[config.mk]
export PLATFORM = sky130hd
export DESIGN_NAME = hats_sequencer
export DESIGN_NICKNAME = d
export VERILOG_FILES = /design/src/hats_pkg.sv /design/src/hats_plate_tuner.sv /design/src/hats_ref_calc.sv /design/src/hats_sequencer.sv
export SDC_FILE = /design/constraint.sdc
export NUM_CORES = 2
export LEC_CHECK = 0
export ABC_CLOCK_PERIOD_IN_PS = 284700
export BUFFER_PORTS_ARGS = -buffer_cell sky130_fd_sc_hd__buf_4
export CORE_MARGIN = 2
export CORE_UTILIZATION = 59
export DETAILED_ROUTE_END_ITERATION = 8
export PLACE_DENSITY = 0.73
export SLEW_MARGIN = 5
export SYNTH_ARGS = -nofsm -noshare
export SYNTH_HDL_FRONTEND = slang
export SYNTH_SLANG_ARGS = --single-unit
[constraint.sdc]
create_clock -name clk -period 284.7 [get_ports clk]
set_clock_uncertainty 0.1 [all_clocks]
set_input_delay 42.705 -clock clk [delete_from_list [all_inputs] [get_ports clk]]
set_output_delay 42.705 -clock clk [all_outputs]
set_load 0.01 [all_outputs]
[src/hats_pkg.sv]
package hats_pkg;
   localparam int unsigned CLK_HZ      = 50_000_000;
   localparam int unsigned CNT_W       = 16;
   localparam int unsigned COARSE_W    = 4;
   localparam int unsigned FINE_W      = 5;
   localparam int unsigned COMP_W      = 10;
   localparam int unsigned NUM_PLATES  = 2;
   localparam int unsigned PLATE_W     = 1;

   // Register offsets
   localparam logic [7:0] OFS_CTRL     = 8'h00;
   localparam logic [7:0] OFS_STATUS   = 8'h01;
   localparam logic [7:0] OFS_BASE0    = 8'h02;
   localparam logic [7:0] OFS_TARGET0  = 8'h03;
   localparam logic [7:0] OFS_RESULT0  = 8'h04;
   localparam logic [7:0] OFS_REF0     = 8'h05;
   localparam logic [7:0] OFS_STRIDE   = 8'h04;
   localparam logic [7:0] OFS_ADDR     = 8'h0c;

   // Control fields
   localparam int unsigned CTRL_RETUNE_BIT = 0;
   localparam int unsigned CTRL_EVENT_BIT  = 1;
   localparam int unsigned CTRL_PEND_BIT   = 2;
   localparam int unsigned CTRL_SLOW_BIT   = 3;
   localparam logic [3:0]  CTRL_RESET      = 4'h0;
   localparam logic [CNT_W-1:0] BASE_RESET   = 16'h0200;
   localparam logic [CNT_W-1:0] TARGET_RESET = 16'h0400;

   // Bus address option
   localparam logic [6:0] BUS_ADDR_DEFAULT = 7'h44;
   localparam logic [6:0] BUS_ADDR_ALT     = 7'h45;

   // Times in microseconds
   localparam int unsigned T_INIT_US      = 6000;
   localparam int unsigned T_TEST_US      = 5000;
   localparam int unsigned T_COMMS_US     = 2000;
   localparam int unsigned T_STAB_US      = 70000;
   localparam int unsigned CYC_PER_US     = CLK_HZ / 1_000_000;
   localparam int unsigned T_INIT_CYC     = T_INIT_US * CYC_PER_US;
   localparam int unsigned T_TEST_CYC     = T_TEST_US * CYC_PER_US;
   localparam int unsigned T_COMMS_CYC    = T_COMMS_US * CYC_PER_US;
   localparam int unsigned T_STAB_CYC     = T_STAB_US * CYC_PER_US;
   localparam int unsigned TMR_W          = 24;

   typedef enum logic [2:0] {
      HATS_INIT, HATS_TEST, HATS_COMM1, HATS_TUNE, HATS_COMM2, HATS_STAB, HATS_SENSE
   } hats_phase_e;
endpackage

[src/hats_plate_tuner.sv]
`timescale 1ns/1ps
// Per-plate tuner: multiplier search at zero compensation, then compensation ramp
module hats_plate_tuner
   import hats_pkg::*;
(
   input  wire logic                clk,
   input  wire logic                reset,
   input  wire logic                start,
   input  wire logic                ref_ok,
   input  wire logic [CNT_W-1:0]    ref_count,
   input  wire logic [CNT_W-1:0]    base_val,
   input  wire logic [CNT_W-1:0]    target_val,
   output logic      [COARSE_W-1:0] coarse,
   output logic      [FINE_W-1:0]   fine,
   output logic      [COMP_W-1:0]   comp,
   output logic                     done
);
   typedef enum logic [1:0] {HATS_T_IDLE, HATS_T_MULT, HATS_T_COMP, HATS_T_DONE} hats_tune_e;
   hats_tune_e          st_q, st_d;
   logic [COARSE_W-1:0] coarse_q, coarse_d;
   logic [FINE_W-1:0]   fine_q, fine_d;
   logic [COMP_W-1:0]   comp_q, comp_d;

   always_comb begin
      st_d     = st_q;
      coarse_d = coarse_q;
      fine_d   = fine_q;
      comp_d   = comp_q;
      unique case (st_q)
         HATS_T_IDLE: begin
            if (start) begin
               coarse_d = '0;
               fine_d   = '0;
               comp_d   = '0;
               st_d     = HATS_T_MULT;
            end
         end
         HATS_T_MULT: begin
            // Larger base keeps raising multipliers longer
            if (ref_ok) begin
               if (ref_count >= base_val) begin
                  st_d = HATS_T_COMP;
               end else if (fine_q != '1) begin
                  fine_d = fine_q + 1'b1;
               end else if (coarse_q != '1) begin
                  coarse_d = coarse_q + 1'b1;
                  fine_d   = '0;
               end else begin
                  st_d = HATS_T_COMP;
               end
            end
         end
         HATS_T_COMP: begin
            // Higher target keeps raising compensation longer
            if (ref_ok) begin
               if (ref_count >= target_val || comp_q == '1) begin
                  st_d = HATS_T_DONE;
               end else begin
                  comp_d = comp_q + 1'b1;
               end
            end
         end
         HATS_T_DONE: begin
            if (start) begin
               st_d     = HATS_T_MULT;
               coarse_d = '0;
               fine_d   = '0;
               comp_d   = '0;
            end
         end
      endcase
   end

   always_ff @(posedge clk) begin
      if (reset) begin
         st_q     <= HATS_T_IDLE;
         coarse_q <= '0;
         fine_q   <= '0;
         comp_q   <= '0;
      end else begin
         st_q     <= st_d;
         coarse_q <= coarse_d;
         fine_q   <= fine_d;
         comp_q   <= comp_d;
      end
   end

   assign coarse = coarse_q;
   assign fine   = fine_q;
   assign comp   = comp_q;
   assign done   = (st_q == HATS_T_DONE);
endmodule

[src/hats_ref_calc.sv]
`timescale 1ns/1ps
// Reference of a plate: p*q/(2*(p+q)) == 1/(2*(1/p+1/q))
module hats_ref_calc
   import hats_pkg::*;
(
   input  wire logic             clk,
   input  wire logic             reset,
   input  wire logic [CNT_W-1:0] chan_north,
   input  wire logic [CNT_W-1:0] chan_south,
   output logic      [CNT_W-1:0] ref_count
);
   logic [2*CNT_W-1:0] prod;
   logic [CNT_W+1:0]   den;
   logic [2*CNT_W-1:0] quo;
   logic [CNT_W-1:0]   ref_d;
   logic [CNT_W-1:0]   ref_q;

   always_comb begin
      prod = chan_north * chan_south;
      den  = {{1'b0, chan_north} + {1'b0, chan_south}, 1'b0};
      if (den == '0) begin
         quo = '0;
      end else begin
         quo = prod / {{(CNT_W-2){1'b0}}, den};
      end
      ref_d = (quo[2*CNT_W-1:CNT_W] != '0) ? '1 : quo[CNT_W-1:0];
   end

   always_ff @(posedge clk) begin
      if (reset) begin
         ref_q <= '0;
      end else begin
         ref_q <= ref_d;
      end
   end

   assign ref_count = ref_q;
endmodule

[src/hats_sequencer.sv]
// The strobed register port and the register offsets were chosen for this implementation.
`timescale 1ns/1ps
// Functional notes
// - Tuning uses two measurement channels per sensing plate.
// - The two channels of a plate are inverted copies, one north and one south.
// - Plate reference is one over twice the sum of reciprocals of the paired counts.
// - The paired reference does not change with a magnet present, so tuning may run near one.
// - Tuning sets coarse, fine and compensation per plate from a base and a target value.
// - First phase holds compensation at zero and raises the multipliers toward the base.
// - A larger base gives larger multipliers and a smaller base smaller ones.
// - Compensation rises only after the multipliers are fixed, until the target is reached.
// - A higher target gives more compensation and more sensitivity.
// - With event mode and a pending event the window after tuning ends at a stop or 2 ms, doubled at 8 MHz.
// - The bus address is 44h in the default option and 45h in the alternative one.
module hats_sequencer
   import hats_pkg::*;
#(
   parameter int unsigned INIT_CYC  = T_INIT_CYC,
   parameter int unsigned TEST_CYC  = T_TEST_CYC,
   parameter int unsigned COMMS_CYC = T_COMMS_CYC,
   parameter int unsigned STAB_CYC  = T_STAB_CYC
)
(
   input  wire logic                                clk,
   input  wire logic                                reset,
   input  wire logic                                addr_option,
   input  wire logic                                bus_stop,
   input  wire logic [NUM_PLATES-1:0]               meas_valid,
   input  wire logic [NUM_PLATES-1:0][CNT_W-1:0]    chan_north,
   input  wire logic [NUM_PLATES-1:0][CNT_W-1:0]    chan_south,
   input  wire logic [7:0]                          reg_addr,
   input  wire logic [31:0]                         reg_wdata,
   input  wire logic                                reg_wr,
   input  wire logic                                reg_rd,
   output logic      [31:0]                         reg_rdata,
   output logic      [6:0]                          bus_addr,
   output logic                                     comm_window,
   output logic                                     tuning_active,
   output logic                                     sensing
);
   import hats_pkg::*;

   // Phase, timer and register-bus state
   hats_phase_e                 ph_q, ph_d;
   logic [TMR_W-1:0]            tmr_q, tmr_d;
   logic [3:0]                  ctrl_q, ctrl_d;
   logic [31:0]                 rdata_q, rdata_d;
   logic [6:0]                  addr_q, addr_d;
   logic                        win_q, win_d;
   logic                        tun_q, tun_d;
   logic                        sen_q, sen_d;
   logic                        opt_caught_q, opt_caught_d;
   logic [NUM_PLATES-1:0][CNT_W-1:0]    base_q, base_d;
   logic [NUM_PLATES-1:0][CNT_W-1:0]    tgt_q, tgt_d;
   // Per-plate reference, tuner inputs and outputs, tuning start
   logic [NUM_PLATES-1:0][CNT_W-1:0]    ref_w;
   logic [NUM_PLATES-1:0][COARSE_W-1:0] coarse_w;
   logic [NUM_PLATES-1:0][FINE_W-1:0]   fine_w;
   logic [NUM_PLATES-1:0][COMP_W-1:0]   comp_w;
   logic [NUM_PLATES-1:0]               done_w;
   logic [NUM_PLATES-1:0]               ok_q;
   logic                                tune_start;
   logic                                retune;

   // Last timer count of a phase, doubled in slow mode
   function automatic logic [TMR_W-1:0] lim(input int unsigned cyc, input logic slow);
      lim = slow ? TMR_W'(2 * cyc - 1) : TMR_W'(cyc - 1);
   endfunction

   // Matches a per-plate register offset and returns the plate index
   function automatic logic plate_hit(input logic [7:0] a, input logic [7:0] ofs,
                                      output logic [PLATE_W-1:0] idx);
      logic hit;
      hit = 1'b0;
      idx = '0;
      for (int p = 0; p < NUM_PLATES; p++) begin
         if (a == 8'(ofs + 8'(p) * OFS_STRIDE)) begin
            hit = 1'b1;
            idx = PLATE_W'(p);
         end
      end
      return hit;
   endfunction

   // Paired channels per plate feed a magnet-independent reference
   for (genvar g = 0; g < NUM_PLATES; g++) begin : g_plate
      hats_ref_calc u_ref (
         .clk        (clk),
         .reset      (reset),
         .chan_north (chan_north[g]),
         .chan_south (chan_south[g]),
         .ref_count  (ref_w[g])
      );
      hats_plate_tuner u_tune (
         .clk        (clk),
         .reset      (reset),
         .start      (tune_start),
         .ref_ok     (ok_q[g]),
         .ref_count  (ref_w[g]),
         .base_val   (base_q[g]),
         .target_val (tgt_q[g]),
         .coarse     (coarse_w[g]),
         .fine       (fine_w[g]),
         .comp       (comp_w[g]),
         .done       (done_w[g])
      );
   end

   // Tuning starts on leaving the first window or on a retune in sensing
   assign retune     = reg_wr && reg_addr == OFS_CTRL && reg_wdata[CTRL_RETUNE_BIT];
   assign tune_start = (ph_q == HATS_COMM1 && ph_d == HATS_TUNE) ||
                       (ph_q == HATS_SENSE && retune);

   // Phase sequencer
   always_comb begin
      ph_d  = ph_q;
      tmr_d = tmr_q + 1'b1;
      unique case (ph_q)
         HATS_INIT: begin
            if (tmr_q >= lim(INIT_CYC, 1'b0)) begin
               ph_d  = HATS_TEST;
               tmr_d = '0;
            end
         end
         HATS_TEST: begin
            if (tmr_q >= lim(TEST_CYC, 1'b0)) begin
               ph_d  = HATS_COMM1;
               tmr_d = '0;
            end
         end
         HATS_COMM1: begin
            if (bus_stop || tmr_q >= lim(COMMS_CYC, ctrl_q[CTRL_SLOW_BIT])) begin
               ph_d  = HATS_TUNE;
               tmr_d = '0;
            end
         end
         HATS_TUNE: begin
            tmr_d = '0;
            if (&done_w) begin
               if (ctrl_q[CTRL_EVENT_BIT] && ctrl_q[CTRL_PEND_BIT]) begin
                  ph_d = HATS_COMM2;
               end else begin
                  ph_d = HATS_STAB;
               end
            end
         end
         HATS_COMM2: begin
            if (bus_stop || tmr_q >= lim(COMMS_CYC, ctrl_q[CTRL_SLOW_BIT])) begin
               ph_d  = HATS_STAB;
               tmr_d = '0;
            end
         end
         HATS_STAB: begin
            if (tmr_q >= lim(STAB_CYC, ctrl_q[CTRL_SLOW_BIT])) begin
               ph_d  = HATS_SENSE;
               tmr_d = '0;
            end
         end
         HATS_SENSE: begin
            tmr_d = '0;
            if (retune) begin
               ph_d = HATS_TUNE;
            end
         end
         default: begin
            ph_d  = HATS_INIT;
            tmr_d = '0;
         end
      endcase
   end

   // Phase and timer registers
   always_ff @(posedge clk) begin
      if (reset) begin
         ph_q  <= HATS_INIT;
         tmr_q <= '0;
      end else begin
         ph_q  <= ph_d;
         tmr_q <= tmr_d;
      end
   end

   // Fresh-count flags, one cycle behind the channels
   always_ff @(posedge clk) begin
      if (reset) begin
         ok_q <= '0;
      end else begin
         ok_q <= meas_valid;
      end
   end

   // Address option, caught once after reset
   always_comb begin
      opt_caught_d = 1'b1;
      addr_d       = addr_q;
      // Later option changes are ignored until the next reset
      if (!opt_caught_q) begin
         addr_d = addr_option ? BUS_ADDR_ALT : BUS_ADDR_DEFAULT;
      end
   end

   always_ff @(posedge clk) begin
      if (reset) begin
         addr_q       <= BUS_ADDR_DEFAULT;
         opt_caught_q <= 1'b0;
      end else begin
         addr_q       <= addr_d;
         opt_caught_q <= opt_caught_d;
      end
   end

   // Control and per-plate setting registers
   always_comb begin
      logic [PLATE_W-1:0] ix;
      ix     = '0;
      ctrl_d = ctrl_q;
      base_d = base_q;
      tgt_d  = tgt_q;
      if (reg_wr) begin
         if (reg_addr == OFS_CTRL) begin
            // Retune bit is a pulse and is not kept
            ctrl_d = {reg_wdata[CTRL_SLOW_BIT:CTRL_EVENT_BIT], 1'b0};
         end else if (plate_hit(reg_addr, OFS_BASE0, ix)) begin
            base_d[ix] = reg_wdata[CNT_W-1:0];
         end else if (plate_hit(reg_addr, OFS_TARGET0, ix)) begin
            tgt_d[ix] = reg_wdata[CNT_W-1:0];
         end
      end
   end

   always_ff @(posedge clk) begin
      if (reset) begin
         ctrl_q <= CTRL_RESET;
         base_q <= {NUM_PLATES{BASE_RESET}};
         tgt_q  <= {NUM_PLATES{TARGET_RESET}};
      end else begin
         ctrl_q <= ctrl_d;
         base_q <= base_d;
         tgt_q  <= tgt_d;
      end
   end

   // Read data stands for the cycle after the strobe only
   always_comb begin
      logic [PLATE_W-1:0] ix;
      ix      = '0;
      // Unmapped addresses read as zero
      rdata_d = '0;
      if (reg_rd) begin
         if (reg_addr == OFS_CTRL) begin
            rdata_d = {28'h0, ctrl_q};
         end else if (reg_addr == OFS_STATUS) begin
            // Status: plate done bits and current phase
            rdata_d = {26'h0, done_w, 1'b0, ph_q};
         end else if (reg_addr == OFS_ADDR) begin
            rdata_d = {25'h0, addr_q};
         end else if (plate_hit(reg_addr, OFS_BASE0, ix)) begin
            rdata_d = {16'h0, base_q[ix]};
         end else if (plate_hit(reg_addr, OFS_TARGET0, ix)) begin
            rdata_d = {16'h0, tgt_q[ix]};
         end else if (plate_hit(reg_addr, OFS_RESULT0, ix)) begin
            // Result word: compensation, fine, coarse
            rdata_d = {13'h0, comp_w[ix], fine_w[ix], coarse_w[ix]};
         end else if (plate_hit(reg_addr, OFS_REF0, ix)) begin
            rdata_d = {16'h0, ref_w[ix]};
         end
      end
   end

   always_ff @(posedge clk) begin
      if (reset) begin
         rdata_q <= '0;
      end else begin
         rdata_q <= rdata_d;
      end
   end

   // Phase flags follow the next phase so they line up with it
   always_comb begin
      win_d = (ph_d == HATS_COMM1) || (ph_d == HATS_COMM2);
      tun_d = (ph_d == HATS_TUNE);
      sen_d = (ph_d == HATS_SENSE);
   end

   always_ff @(posedge clk) begin
      if (reset) begin
         win_q <= 1'b0;
         tun_q <= 1'b0;
         sen_q <= 1'b0;
      end else begin
         win_q <= win_d;
         tun_q <= tun_d;
         sen_q <= sen_d;
      end
   end

   assign reg_rdata     = rdata_q;
   assign bus_addr      = addr_q;
   assign comm_window   = win_q;
   assign tuning_active = tun_q;
   assign sensing       = sen_q;
endmodule

; ---- Word level (Yosys, flattened, before mapping)
; Index checks and enable logic that the tools add are counted.
[totals]
output_inout_bits = 42
reg_bits = 213
mem_count = 0
ram_bits = 0
latchBits = 0
romBits = 0
[classes]
bitwise = 3
n_mul = 2
n_shift = 0
n_div = 2
n_reduce_logical = 45
n_addsub = 9
eq_ne = 54
muxes = 157
magnitude_cmp = 16
[op_table]
columns = cell, count
row1 = 16-bit two-way mux, 13
row2 = 24-bit two-way mux, 4
row3 = 24-bit case mux with 4 select lines, 1
row4 = 10-bit two-way mux, 7
row5 = 1-bit two-way mux, 69
row6 = 32-bit bitwise mux, 2
row7 = 32-bit by 18-bit divider with 32-bit output, 2
row8 = 16-bit >= comparator, 4
row9 = 16-bit by 16-bit multiplier with 32-bit output, 2
row10 = 32-bit two-way mux, 2
row11 = 5-bit two-way mux, 11
row12 = 4-bit two-way mux, 12
row13 = 10-bit case mux with 2 select lines, 2
row14 = 16-bit by 16-bit adder with 17-bit output, 2
row15 = 17-bit logical NOT, 2
row16 = 16-bit demux with 1-bit select, 2
row17 = 8-bit by 3-bit == test with 1-bit output (second input constant), 4
row18 = 16-bit nonzero test, 2
row19 = 2-bit two-way mux, 13
row20 = 24-bit by 1-bit adder with 24-bit output (second input constant), 1
row21 = 8-bit by 4-bit == test with 1-bit output (second input constant), 3
row22 = 24-bit by 18-bit >= comparator with 1-bit output, 1
row23 = 24-bit by 18-bit >= comparator with 1-bit output (second input constant), 1
row24 = 24-bit by 19-bit >= comparator with 1-bit output (second input constant), 1
row25 = 48 further kinds, 125

; ---- Depth between registers and ports, before layout
[depth]
word_depth = 34
mapped_depth = 518

; ---- Modules after synthesis
; Synthesis repeated with hierarchy kept, for this count alone.
[hier_totals]
cells_unflattened = 9953
area_unflattened_um2 = 74181.1
[modules_own_cells]
columns = mod, cells_each, instances, area_each_um2, seq_area_each_um2
row1 = hats_ref_calc at g_plate[0].u_ref, 4348, 1, 31876.8, 320.3
row2 = hats_ref_calc at g_plate[1].u_ref, 4326, 1, 31717.9, 320.3
row3 = hats_sequencer, 751, 1, 6357.3, 2402.3
row4 = hats_plate_tuner, 264, 2, 2114.5, 420.4

; ---- Worst setup path after synthesis
; No wires, ideal clock.
[synth_path]
kind = input -> register
startpoint = in chan_south[9] (netlist name)
endpoint = reg g_plate[0].u_ref.ref_q[0]
path_slack_ns = 146.023
required_time_ns = 284.450
path_buffers = 49
cell_stages = 496
arrival_ns = 138.427
setup_time_ns = 0.150
cell_sequence = clkbuf_1 nand2_1 fa_1 inv_1 fa_1 inv_1 fa_1 inv_1 fa_1 fa_1 inv_1 fa_1 inv_1 ha_1 nand2_1 a32o_1 or3_1 a21oi_1 (+460 left out) a21oi_1 nor2b_1 o21ai_0 nand2b_1 a21oi_1 nor2b_1 o21ai_0 nand2b_1 a21oi_1 nor2b_1 o21ai_0 nand3b_1 nor3_1 nand3_1 a2111oi_0 o2111ai_1 a2111oi_0 a21oi_1
[synth_via]
elab_chain_cells = 5
[synth_rtl]
columns = item, line_no
row1 = "start, declared", hats_sequencer.sv:30  ; input wire logic [NUM_PLATES-1:0][CNT_W-1:0] chan_south,
row2 = 16-bit by 16-bit multiplier with 32-bit output or 16-bit by 16-bit adder with 17-bit output (tied branches), "hats_ref_calc.sv:19, hats_ref_calc.sv:20"
row3 = 32-bit by 18-bit divider with 32-bit output or 17-bit logical NOT (tied branches), "hats_ref_calc.sv:24, hats_ref_calc.sv:21"
row4 = 32-bit two-way mux (*), hats_ref_calc.sv:21  ; if (den == '0) begin
row5 = 16-bit nonzero test, hats_ref_calc.sv:26  ; ref_d = (quo[2*CNT_W-1:CNT_W] != '0) ? '1 : quo[CNT_W-1:0];
row6 = 16-bit two-way mux (*), hats_ref_calc.sv:26
row7 = "end signal, assigned", hats_ref_calc.sv:33  ; ref_q <= ref_d;
row8 = "end, declared", hats_ref_calc.sv:16  ; logic [CNT_W-1:0] ref_q;
; Every way passes the cells marked *; elsewhere a longest branch is shown, timed or not.
; A chain may end at the register's enable or synchronous reset.

; ---- Worst setup path after layout
[layout_path]
startpoint = in chan_south[7] (netlist name)
endpoint = reg g_plate[0].u_ref.ref_q[0]
; Same word-level chain as after synthesis.

==> flow_summary.json <==
{
  "status": "finished, final reports clean",
  "synth_top_area_share_pct": 19.4,
  "grt_pass1_wl_um": 352000,
  "clk_pin_slew_ps": 60,
  "final_common_cell": "nand2_1",
  "via_count": 72100,
  "final_nets": 11300,
  "tritoncts": "done",
  "syn_area_per_cell_sq_um": 7.42,
  "crit_required_ps": 284900,
  "yosysSeqAreaShare_pct": 5.38,
  "antenna_found_initial": 2,
  "slew_viol_final": 0,
  "fin_crit_ps": 150210,
  "vias_per_cell": 6.39,
  "avgRoutedWirePerCell_um": 19.2,
  "crit_path_start_kind": "primary input",
  "io_buffers": 118,
  "dp_hpwl_um": 173000,
  "cts_resized": 0,
  "grt_max_degree": 93,
  "synth_cell_type_count": 150,
  "setup_viol_count_final": 0,
  "ctsHoldBuffers": 0,
  "clockRootBuffer": "clkbuf_16",
  "synth_area_leaders": "ha_1, fa_1, nand2_1",
  "placed_cell_area_sq_um": 74500,
  "crit_fanout": 34,
  "io-pin-count": 154,
  "die_area_sq_um": 125000,
  "core_sq_um": 122000,
  "final_util_pct": 61.8,
  "fin_hold_ws_ps": 348,
  "critPathLaunch": "chan_south[7]",
  "cts_buffers": 17,
  "synth-edff-count": 0,
  "worstMarginPinSlew_ps": 1220,
  "ys_warn_count": 0,
  "grt-ovfl-total": 0,
  "worst_hold_startpoint": "tmr_q[0]",
  "r2r-start": "g_plate[0].u_ref.ref_count[0]",
  "cts_buffer_depth": 2,
  "cts_setup_buffers": 0,
  "async_flop_share_pct": 0,
  "slew_headroom_pct": 18.3,
  "cap_viol_max_count": 0,
  "cp_slowest_cell": "nor4_1",
  "hold_violations": 0,
  "die_x_um": 354,
  "end_kind": "flip-flop",
  "ys.flop_type": "dfxtp_1",
  "max_freq_ghz": 0.00666,
  "cts_sinks": 194,
  "die_h_um": 354,
  "cpMostUsedCell": "o21a_1",
  "htreeDepth": 4,
  "hold_class": "flip-flop to flip-flop",
  "synth_seq_cells": 194,
  "ant_nets": 0,
  "final_area_sq_um": 75100,
  "clock_latency_ps": 450,
  "dr.first_iter.drc_count": 5488,
  "finalCritPeriodShare_pct": 52.8,
  "critical_path_class": "primary input to flip-flop",
  "wirelength_um": 216000,
  "gp_congestion": 0.943,
  "drc_errors": 0,
  "netlist_area_sq_um": 72200,
  "grt_pass1_vias": 69100,
  "postSynthCellCount": 9731,
  "row_count": 128,
  "cp.arrival_ps": 150410,
  "initial_core_util_pct": 59.4,
  "drive_gt1_share_pct": 6.52,
  "grt_usage_pct": 33.5,
  "synth_top_cell_by_area": "ha_1",
  "areaGrowthSynthToFinish_pct": 4.10,
  "cpPeakStageDelay_ps": 740,
  "dr.pass1.iters": 6,
  "mostFrequentLayoutCells": "nand2_1, ha_1, inv_1",
  "tns_ps": 0,
  "rsz0062_at_grt": "no"
}
flip-flops by register name, indices dropped and copies added (netlist names), 4 cells and up:
name / count
tmr_q: 24
g_plate.u_tune.st_q: 4
tgt_q: 32
g_plate.u_tune.coarse: 8
base_q: 32
reg_rdata: 19
g_plate.u_tune.fine: 10
g_plate.u_ref.ref_count: 32
g_plate.u_tune.comp: 20
through the flow:
step                      worst slack (ps)  cells
after floorplan                     146020   9748
after global placement              137350  11300
after detailed placement            135620  11300
after CTS                           135790  11300
after global routing                126180  11300
final                               134490  11300
cell usage after synthesis, types with 24 or more instances:
master / instances
a211oi_1: 75
mux2_2: 166
xnor2_1: 247
a21boi_0: 25
a21oi_1: 639
nor2_1: 705
o211ai_1: 89
nand4_1: 98
fa_1: 390
a22oi_1: 40
nand2_1: 1134
clkbuf_1: 245
mux2i_1: 83
a21o_1: 195
nor3_1: 478
and3_1: 72
a31oi_1: 85
buf_4: 39
a311oi_1: 24
o22ai_1: 49
o31ai_1: 244
nand3_1: 166
o21bai_1: 44
o21ai_1: 31
or3_1: 99
or2_2: 80
ha_1: 1120
dfxtp_1: 194
nor2b_1: 100
xor2_1: 175
and2_1: 287
nor4_1: 38
nand2b_1: 90
o21a_1: 436
a211o_1: 32
inv_1: 731
o21ai_0: 413
worst paths after layout:
check / end / slack, ps / depth (start not counted)
hold reg to reg: tmr_q[0] / 350 / 1
hold / removal: tmr_q[0] / 350 / 1
setup / recovery: g_plate[0].u_ref.ref_count[0] / 134490 / 464
setup reg to reg: g_plate[0].u_tune.comp[5] / 279100 / 25
critical path: cells and delay by family:
family / cells / cell delay, ps
buffers and inverters: 23 / 4280
multiplexers: 9 / 2690
AND/OR/NAND/NOR: 112 / 25830
AO/OA/AOI/OAI: 281 / 61450
adder cells (fa/ha/maj): 39 / 13290
cells by family after synthesis:
| group | synth area share (%) |
|---|---|
| xor gates and xnor gates | 5.17 |
| other | 0.0104 |
| AOI/OAI and AO/OA | 25.7 |
| buffers and inverters | 5.87 |
| and+or+nand+nor | 23.7 |
| adders and majority gates | 30.3 |
| DFF | 5.38 |
| muxes | 3.85 |
routing by layer:
metal,routed length (um),share of wire (%),vias up,global-route usage (%)
li1,-,-,35000,-
met1,92700,43,34300,43.3
met2,102000,47,2335,57.8
met3,12600,5.8,494,2.49
met4,9650,4.5,0,13.6
met5,0,0,-,0
cell type report:
class / count / area [sq um]
clock inverters: 12 / 155
repair buffers: 206 / 1550
clock buffers: 20 / 457
diodes: 1 / 2.50
well taps: 1625 / 2030
multi-input cells: 8490 / 64300
fillers: 11100 / 46400
flip-flops and latches: 194 / 3880
inverters: 739 / 2770
Power is not shown: default switching activity piles up to over one toggle a cycle in this logic, so the estimate is an artifact.
